`config.mk`:
```
export PLATFORM = sky130hd
export DESIGN_NAME = ipw_watchdog
export DESIGN_NICKNAME = d
export VERILOG_FILES = /design/src/ipw_pkg.sv /design/src/ipw_watchdog.sv
export SDC_FILE = /design/constraint.sdc
export NUM_CORES = 1
export LEC_CHECK = 0
export ABC_AREA = 1
export BUFFER_PORTS_ARGS = -buffer_cell sky130_fd_sc_hd__buf_2
export CORE_ASPECT_RATIO = 0.7
export CORE_UTILIZATION = 40
export DETAILED_ROUTE_END_ITERATION = 8
export PLACE_DENSITY = 0.57
export REMOVE_ABC_BUFFERS = 1
export SLEW_MARGIN = 25
export SYNTH_ARGS = -nofsm -noshare
export SYNTH_HDL_FRONTEND = slang
export SYNTH_SLANG_ARGS = --single-unit
```
`constraint.sdc`:
```
create_clock -name i_core_clk -period 3.85 [get_ports i_core_clk]
set_input_delay 0.385 -clock i_core_clk [delete_from_list [all_inputs] [get_ports i_core_clk]]
set_output_delay 0.385 -clock i_core_clk [all_outputs]
set_load 0.02 [all_outputs]
```
`src/ipw_pkg.sv`:
```
// Purpose: Constants and types for the indexed port watchdog
// Assumes: 25 MHz core clock
// Notes: Port addresses, indices, keys, field positions and tick counts
package ipw_pkg;

  // ****************************************
  // Ports, indices and keys
  // ****************************************
  localparam logic [15:0] IPW_INDEX_PORT = 16'h002E;
  localparam logic [15:0] IPW_DATA_PORT = 16'h002F;
  localparam logic [7:0] IPW_UNLOCK_KEY = 8'h87;
  localparam logic [7:0] IPW_LOCK_KEY = 8'hAA;
  localparam logic [7:0] IPW_IDX_FUNC_SEL = 8'h07;
  localparam logic [7:0] IPW_IDX_FUNC_EN = 8'h30;
  localparam logic [7:0] IPW_IDX_UNIT = 8'hF5;
  localparam logic [7:0] IPW_IDX_COUNT = 8'hF6;
  localparam logic [7:0] IPW_IDX_CTRL = 8'hF7;
  localparam logic [7:0] IPW_WDT_FUNC = 8'h08;
  localparam logic [7:0] IPW_FUNC_ON = 8'h01;

  // ****************************************
  // Fields and reset values
  // ****************************************
  localparam int IPW_UNIT_MIN_BIT = 3;
  localparam int IPW_MOUSE_BIT = 7;
  localparam int IPW_KBD_BIT = 6;
  localparam int IPW_FORCE_BIT = 5;
  localparam int IPW_STATUS_BIT = 4;
  localparam logic [7:0] IPW_COUNT_RST = 8'h00;
  localparam logic [7:0] IPW_INDEX_RST = 8'h00;
  localparam logic [7:0] IPW_FUNC_RST = 8'h00;

  // ****************************************
  // Timing
  // ****************************************
  localparam longint IPW_CLK_HZ = 25000000;
  localparam longint IPW_SEC_S = 1;
  localparam longint IPW_MIN_S = 60;
  localparam longint IPW_SEC_CYC = IPW_CLK_HZ * IPW_SEC_S;
  localparam int IPW_SEC_CYCLES = 25000000;
  localparam int IPW_MIN_SECONDS = 60;

  // ****************************************
  // Types
  // ****************************************
  typedef enum logic [1:0] {
    IPW_LOCKED = 2'b00,
    IPW_KEY_ONE = 2'b01,
    IPW_CONFIG = 2'b10
  } ipw_cfg_e;

  typedef struct packed {
    logic wr;
    logic rd;
    logic [15:0] addr;
    logic [7:0] data;
  } ipw_io_s;

endpackage : ipw_pkg

```
`src/ipw_watchdog.sv`:
```
// Purpose: Watchdog reached through an index/data I/O port pair
// Assumes: Host I/O cycles arrive as one-cycle strobes on the core clock
// Notes: Activity inputs are asynchronous and synchronised here
`timescale 1ns/1ps
`default_nettype none

module ipw_watchdog
  import ipw_pkg::*;
#(
  parameter int SEC_CYCLES = ipw_pkg::IPW_SEC_CYCLES
) (
  input wire logic i_core_clk,
  input wire logic i_sys_rst,
  input wire logic i_clk_en,
  input wire ipw_pkg::ipw_io_s i_io,
  input wire logic i_kbd_activity,
  input wire logic i_mouse_activity,
  output logic [7:0] o_rd_data,
  output logic o_timeout
);
  import ipw_pkg::*;

  ipw_cfg_e cfg_reg;
  logic [7:0] index_reg;
  logic [7:0] func_reg;
  logic enable_reg;
  logic unit_min_reg;
  logic [7:0] count_reg;
  logic [7:0] cnt_reg;
  logic mouse_en_reg;
  logic kbd_en_reg;
  logic status_reg;
  logic timeout_reg;
  logic [7:0] rd_reg;
  logic [24:0] pre_reg;
  logic [5:0] sec_reg;
  logic [2:0] kbd_sync_reg;
  logic [2:0] ms_sync_reg;
  logic kbd_last_reg;
  logic ms_last_reg;
  logic idx_wr;
  logic dat_wr;
  logic dat_rd;
  logic wdt_sel;
  logic count_wr;
  logic force_wr;
  logic tick;
  logic activity;
  logic expire;

  function automatic logic wdt_reg(input logic [7:0] idx);
    wdt_reg = (idx == IPW_IDX_UNIT) || (idx == IPW_IDX_COUNT) || (idx == IPW_IDX_CTRL);
  endfunction

  // ****************************************
  // Port decode
  // ****************************************
  assign idx_wr = i_clk_en && i_io.wr && (i_io.addr == IPW_INDEX_PORT);
  assign dat_wr = i_clk_en && i_io.wr && (i_io.addr == IPW_DATA_PORT) && (cfg_reg == IPW_CONFIG);
  assign dat_rd = i_clk_en && i_io.rd && (i_io.addr == IPW_DATA_PORT);
  assign wdt_sel = (func_reg == IPW_WDT_FUNC);
  assign count_wr = dat_wr && wdt_sel && (index_reg == IPW_IDX_COUNT);
  assign force_wr = dat_wr && wdt_sel && (index_reg == IPW_IDX_CTRL) && i_io.data[IPW_FORCE_BIT];

  // ****************************************
  // Configuration lock
  // ****************************************
  always_ff @(posedge i_core_clk or posedge i_sys_rst) begin
    if (i_sys_rst) begin
      cfg_reg <= IPW_LOCKED;
    end else if (idx_wr) begin
      unique case (cfg_reg)
        IPW_LOCKED: cfg_reg <= (i_io.data == IPW_UNLOCK_KEY) ? IPW_KEY_ONE : IPW_LOCKED;
        IPW_KEY_ONE: cfg_reg <= (i_io.data == IPW_UNLOCK_KEY) ? IPW_CONFIG : IPW_LOCKED;
        IPW_CONFIG: cfg_reg <= (i_io.data == IPW_LOCK_KEY) ? IPW_LOCKED : IPW_CONFIG;
        default: cfg_reg <= IPW_LOCKED;
      endcase
    end
  end

  always_ff @(posedge i_core_clk or posedge i_sys_rst) begin
    if (i_sys_rst) begin
      index_reg <= IPW_INDEX_RST;
    end else if (idx_wr && cfg_reg == IPW_CONFIG && i_io.data != IPW_LOCK_KEY) begin
      index_reg <= i_io.data;
    end
  end

  // ****************************************
  // Register writes
  // ****************************************
  always_ff @(posedge i_core_clk or posedge i_sys_rst) begin
    if (i_sys_rst) begin
      func_reg <= IPW_FUNC_RST;
      enable_reg <= 1'b0;
      unit_min_reg <= 1'b0;
      count_reg <= IPW_COUNT_RST;
      mouse_en_reg <= 1'b0;
      kbd_en_reg <= 1'b0;
    end else if (dat_wr) begin
      if (index_reg == IPW_IDX_FUNC_SEL) begin
        func_reg <= i_io.data;
      end
      if (wdt_sel) begin
        if (index_reg == IPW_IDX_FUNC_EN) begin
          enable_reg <= (i_io.data == IPW_FUNC_ON);
        end
        if (index_reg == IPW_IDX_UNIT) begin
          unit_min_reg <= i_io.data[IPW_UNIT_MIN_BIT];
        end
        if (index_reg == IPW_IDX_COUNT) begin
          count_reg <= i_io.data;
        end
        if (index_reg == IPW_IDX_CTRL) begin
          mouse_en_reg <= i_io.data[IPW_MOUSE_BIT];
          kbd_en_reg <= i_io.data[IPW_KBD_BIT];
        end
      end
    end
  end

  // ****************************************
  // Read data
  // ****************************************
  always_ff @(posedge i_core_clk or posedge i_sys_rst) begin
    if (i_sys_rst) begin
      rd_reg <= 8'h00;
    end else if (dat_rd) begin
      rd_reg <= 8'h00;
      if (cfg_reg == IPW_CONFIG) begin
        if (index_reg == IPW_IDX_FUNC_SEL) begin
          rd_reg <= func_reg;
        end else if (wdt_sel && index_reg == IPW_IDX_FUNC_EN) begin
          rd_reg <= {7'h00, enable_reg};
        end else if (wdt_sel && wdt_reg(index_reg)) begin
          unique case (index_reg)
            IPW_IDX_UNIT: rd_reg <= {4'h0, unit_min_reg, 3'h0};
            IPW_IDX_COUNT: rd_reg <= cnt_reg;
            default: rd_reg <= {mouse_en_reg, kbd_en_reg, 1'b0, status_reg, 4'h0};
          endcase
        end
      end
    end
  end
  assign o_rd_data = rd_reg;

  // ****************************************
  // Activity synchronisers
  // ****************************************
  always_ff @(posedge i_core_clk or posedge i_sys_rst) begin
    if (i_sys_rst) begin
      kbd_sync_reg <= 3'h0;
      ms_sync_reg <= 3'h0;
      kbd_last_reg <= 1'b0;
      ms_last_reg <= 1'b0;
    end else if (i_clk_en) begin
      kbd_sync_reg <= {kbd_sync_reg[1:0], i_kbd_activity};
      ms_sync_reg <= {ms_sync_reg[1:0], i_mouse_activity};
      if (kbd_sync_reg[1] == kbd_sync_reg[2]) begin
        kbd_last_reg <= kbd_sync_reg[2];
      end
      if (ms_sync_reg[1] == ms_sync_reg[2]) begin
        ms_last_reg <= ms_sync_reg[2];
      end
    end
  end
  assign activity = i_clk_en && (
    (kbd_en_reg && kbd_sync_reg[1] && kbd_sync_reg[2] && !kbd_last_reg) ||
    (mouse_en_reg && ms_sync_reg[1] && ms_sync_reg[2] && !ms_last_reg));

  // ****************************************
  // Prescaler
  // ****************************************
  always_ff @(posedge i_core_clk or posedge i_sys_rst) begin
    if (i_sys_rst) begin
      pre_reg <= 25'h0000000;
      sec_reg <= 6'h00;
    end else if (i_clk_en) begin
      if (count_wr || activity) begin
        pre_reg <= 25'h0000000;
        sec_reg <= 6'h00;
      end else if (pre_reg == 25'(SEC_CYCLES - 1)) begin
        pre_reg <= 25'h0000000;
        sec_reg <= (tick || !unit_min_reg) ? 6'h00 : sec_reg + 6'h01;
      end else begin
        pre_reg <= pre_reg + 25'h0000001;
      end
    end
  end
  assign tick = (pre_reg == 25'(SEC_CYCLES - 1)) &&
    (!unit_min_reg || sec_reg == 6'(IPW_MIN_SECONDS - 1));

  // ****************************************
  // Counter and timeout
  // ****************************************
  assign expire = enable_reg && tick && (cnt_reg == 8'h01) && !count_wr && !activity;

  always_ff @(posedge i_core_clk or posedge i_sys_rst) begin
    if (i_sys_rst) begin
      cnt_reg <= IPW_COUNT_RST;
    end else if (i_clk_en) begin
      if (count_wr) begin
        cnt_reg <= i_io.data;
      end else if (activity) begin
        cnt_reg <= count_reg;
      end else if (enable_reg && tick && cnt_reg != 8'h00) begin
        cnt_reg <= cnt_reg - 8'h01;
      end
    end
  end

  always_ff @(posedge i_core_clk or posedge i_sys_rst) begin
    if (i_sys_rst) begin
      status_reg <= 1'b0;
      timeout_reg <= 1'b0;
    end else if (i_clk_en) begin
      if (expire || force_wr) begin
        status_reg <= 1'b1;
        timeout_reg <= 1'b1;
      end else if (count_wr) begin
        status_reg <= 1'b0;
        timeout_reg <= 1'b0;
      end
    end
  end
  assign o_timeout = timeout_reg;
endmodule // ipw_watchdog

`default_nettype wire

```
==> impl_metrics.toml <==
[outcome]
status = "finished with violations"
violations = "DRC"

[cts]
cts_resized = 0
cts.path.max_buffers = 2
cts.sinks = 86
clk_pin_slew_worst_paths_ns = 0.07
clk_latency_ns = 0.34
root_buffer = "clkbuf_16"
cts_tree = "yes"
htree_levels = 3
cts_buffers = 9

[timing]
setup_viol = 0
slew_headroom = 0.584
hold_viol = 0
setup_ws_ns = 1.66
clock.fmax_mhz = 457
setup_tns_ns = 0
worstMarginPinSlew_ns = 0.624
rsz0062_at_grt = "false"
layout_worst_path_cycle_share = 0.568
maxSlewViolCount = 0
period_minus_slack_ns = 2.19
finalClockSkew_ns = 0.0101

[routing]
vias_per_cell = 5.04
routed.top_layer = "met4"
wl_met3_um = 787
wl_met2_mm = 5.01
antenna_left = 0
drc = 1
routed_wirelength_mm = 13.3
vias = 4762
met1Wirelength_mm = 7.43
wire_per_inst_um = 14.1
drtPass1Iterations = 7
drt_iter0_drc = 357

[grt]
grt_use_total = 0.212
grt_pass1_wl_mm = 22.7
grt_max_degree = 49
grt_antenna_before_repair = 0
first_global_vias = 4377
grt_overflow_total = 0

[pwr]
power_density_nw_per_um2 = 368
vdd_drop_max_mv = 0.197
total_power_uw = 2180
leakagePower_uw = 0.00312

[worst_setup_path]
startpoint_type = "register"
arrival_ns = 2.41
required_ns = 4.07
critical-path-max-stage-delay_ns = 0.43
worstPathCellList = "nand4_2 -> nor2_8 -> nand4_4 -> nand3_2 -> nand2_2 -> clkinv_2 -> nor2_1"
critPathCaptureType = "register"
worstSetupPathType = "register to register"
cp_max_fo = 20
crit_slowest_cell = "dfrtp_1"

[floorplanning]
start_util = 0.417
die_area_um2 = 13700
pin_count = 40
num_rows = 34
die_h_um = 98.1
die_x_um = 139
core_um2 = 12600

[logic_synthesis]
syn_area_um2 = 5270
async_flop_share = 1.00
synth_warnings = 0
ys.flop_type = "dfrtp_1"
ys_seq_area_frac = 0.408
synth.distinct_cells = 42
ys_seq_elements = 86
syn_area_per_cell_um2 = 7.16
synth_edf_count = 0
postSynthCellCount = 737

[place]
portBuffers = 39
post-place-ws_ns = 1.56
dpl_cell_area_um2 = 5600
dpl.hpwl_mm = 10.4
routabilityCongestion = 0.883

[cells_and_area]
largest_reg_flops = 25
mostFrequentLayoutCells = "273 x nand2_1, 86 x dfrtp_1, 81 x nor2_1, 71 x inv_1, 69 x nand3_1"
fin_area_um2 = 5930
area_delta_synth_final_pct = 12.5
layout_commonest_cell = "nand2_1"
nNetsFinal = 813
layout-drive-gt1-share = 0.141
diodes = 0

[job]
drv_cap = 0

[worst_hold_path]
hold_path.class = "input port to register"
[per-stage QoR]
step | cells | utilization | hold slack (ns)
floorplan | 723 | - | 0.442
detailed placement | 927 | 0.443 | 0.286
CTS | 944 | 0.470 | 0.229
global route | 944 | 0.470 | 0.268
finish | 944 | 0.470 | 0.240
global placement | 927 | 0.443 | 0.284
[area by class of cell]
type                            instances  area (um2)
Tap cell                              162         203
Fill cell                            1259        6700
Inverter                               78         295
Clock inverter                          7         103
Timing Repair Buffer                   43         228
Clock buffer                            9         225
Multi-Input combinational cell        559        2730
Sequential cell                        86        2150
[routing by layer]
| layer | global-route usage | vias to the layer above |
|---|---|---|
| li1 | - | 2413 |
| met1 | 0.345 | 2232 |
| met2 | 0.277 | 109 |
| met3 | 0.0432 | 8 |
| met4 | 0.0462 | 0 |
| met5 | 0 | - |
[critical path, delay by kind of cell (launching register included)]
family	cells	cell delay (ns)
and+or+nand+nor	6	1.37
DFF	1	0.43
buffers and inverters	1	0.26
[synth_stat cells, types with 2 or more instances]
master | instances | share of area
a21oi_1 | 2 | 0.0019
buf_2 | 5 | 0.0047
buf_6 | 5 | 0.011
clkbuf_1 | 2 | 0.0014
dfrtp_1 | 86 | 0.41
ha_1 | 5 | 0.012
inv_1 | 72 | 0.051
inv_2 | 5 | 0.0036
nand2_1 | 273 | 0.19
nand2_2 | 4 | 0.0047
nand2_4 | 2 | 0.0043
nand3_1 | 69 | 0.065
nand3_2 | 4 | 0.0076
nand3_4 | 3 | 0.010
nand3b_1 | 2 | 0.0028
nand4_1 | 12 | 0.014
nand4_2 | 2 | 0.0047
nor2_1 | 81 | 0.058
nor2_2 | 10 | 0.012
nor3_1 | 12 | 0.011
nor3b_1 | 2 | 0.0028
nor4_1 | 2 | 0.0024
o21ai_0 | 26 | 0.025
o21ai_1 | 4 | 0.0038
o21ai_2 | 11 | 0.018
or2_2 | 2 | 0.0024
xnor2_1 | 6 | 0.010
xor2_1 | 14 | 0.023
[power breakdown]
group	total (uW)	switching [uW]	leakage, uW	internal [uW]
clock	966	387	0.000163	579
combinational	190	120	0.00181	70.6
sequential	1020	72.6	0.00115	952
total	2180	579	0.00312	1600
[logic make-up (layout without fill, tap and decap cells)]
family	after synthesis	after routing	synth area share
AO/OA/AOI/OAI	47	47	0.0560
XOR/XNOR	20	20	0.0332
adder cells (fa/ha/maj)	5	5	0.0119
buffers and inverters	92	137	0.0747
flip-flops	86	86	0.408
AND/OR/NAND/NOR	487	487	0.416
[worst paths after layout]
check | to | slack (ns) | from | depth (start not counted)
setup / recovery | pre_reg[19]$_DFFE_PP0P_ | 1.66 | index_reg[5]$_DFFE_PP0P_ | 7
hold / removal | kbd_sync_reg[0]$_DFFE_PP0P_ | 0.24 | i_kbd_activity | 3
setup reg to reg | pre_reg[19]$_DFFE_PP0P_ | 1.66 | index_reg[5]$_DFFE_PP0P_ | 7
hold reg to reg | o_rd_data[6]$_DFFE_PP0P_ | 0.48 | o_rd_data[6]$_DFFE_PP0P_ | 2
max in group asynchronous | sec_reg[4]$_DFFE_PP0P_ | 2.54 | i_sys_rst | 4
min in group asynchronous | ms_last_reg$_DFFE_PP0P_ | 0.47 | i_sys_rst | 3
[repair_timing]
| item | 4_1_cts | 5_1_grt |
|---|---|---|
| buffers inserted | 0 | 0 |
| endpoints found under the setup margin | 0 | 0 |
| hold buffers | 1 | 0 |
| endpoints found under the hold margin | 8 | 0 |
(Power assumes the default switching activity.)
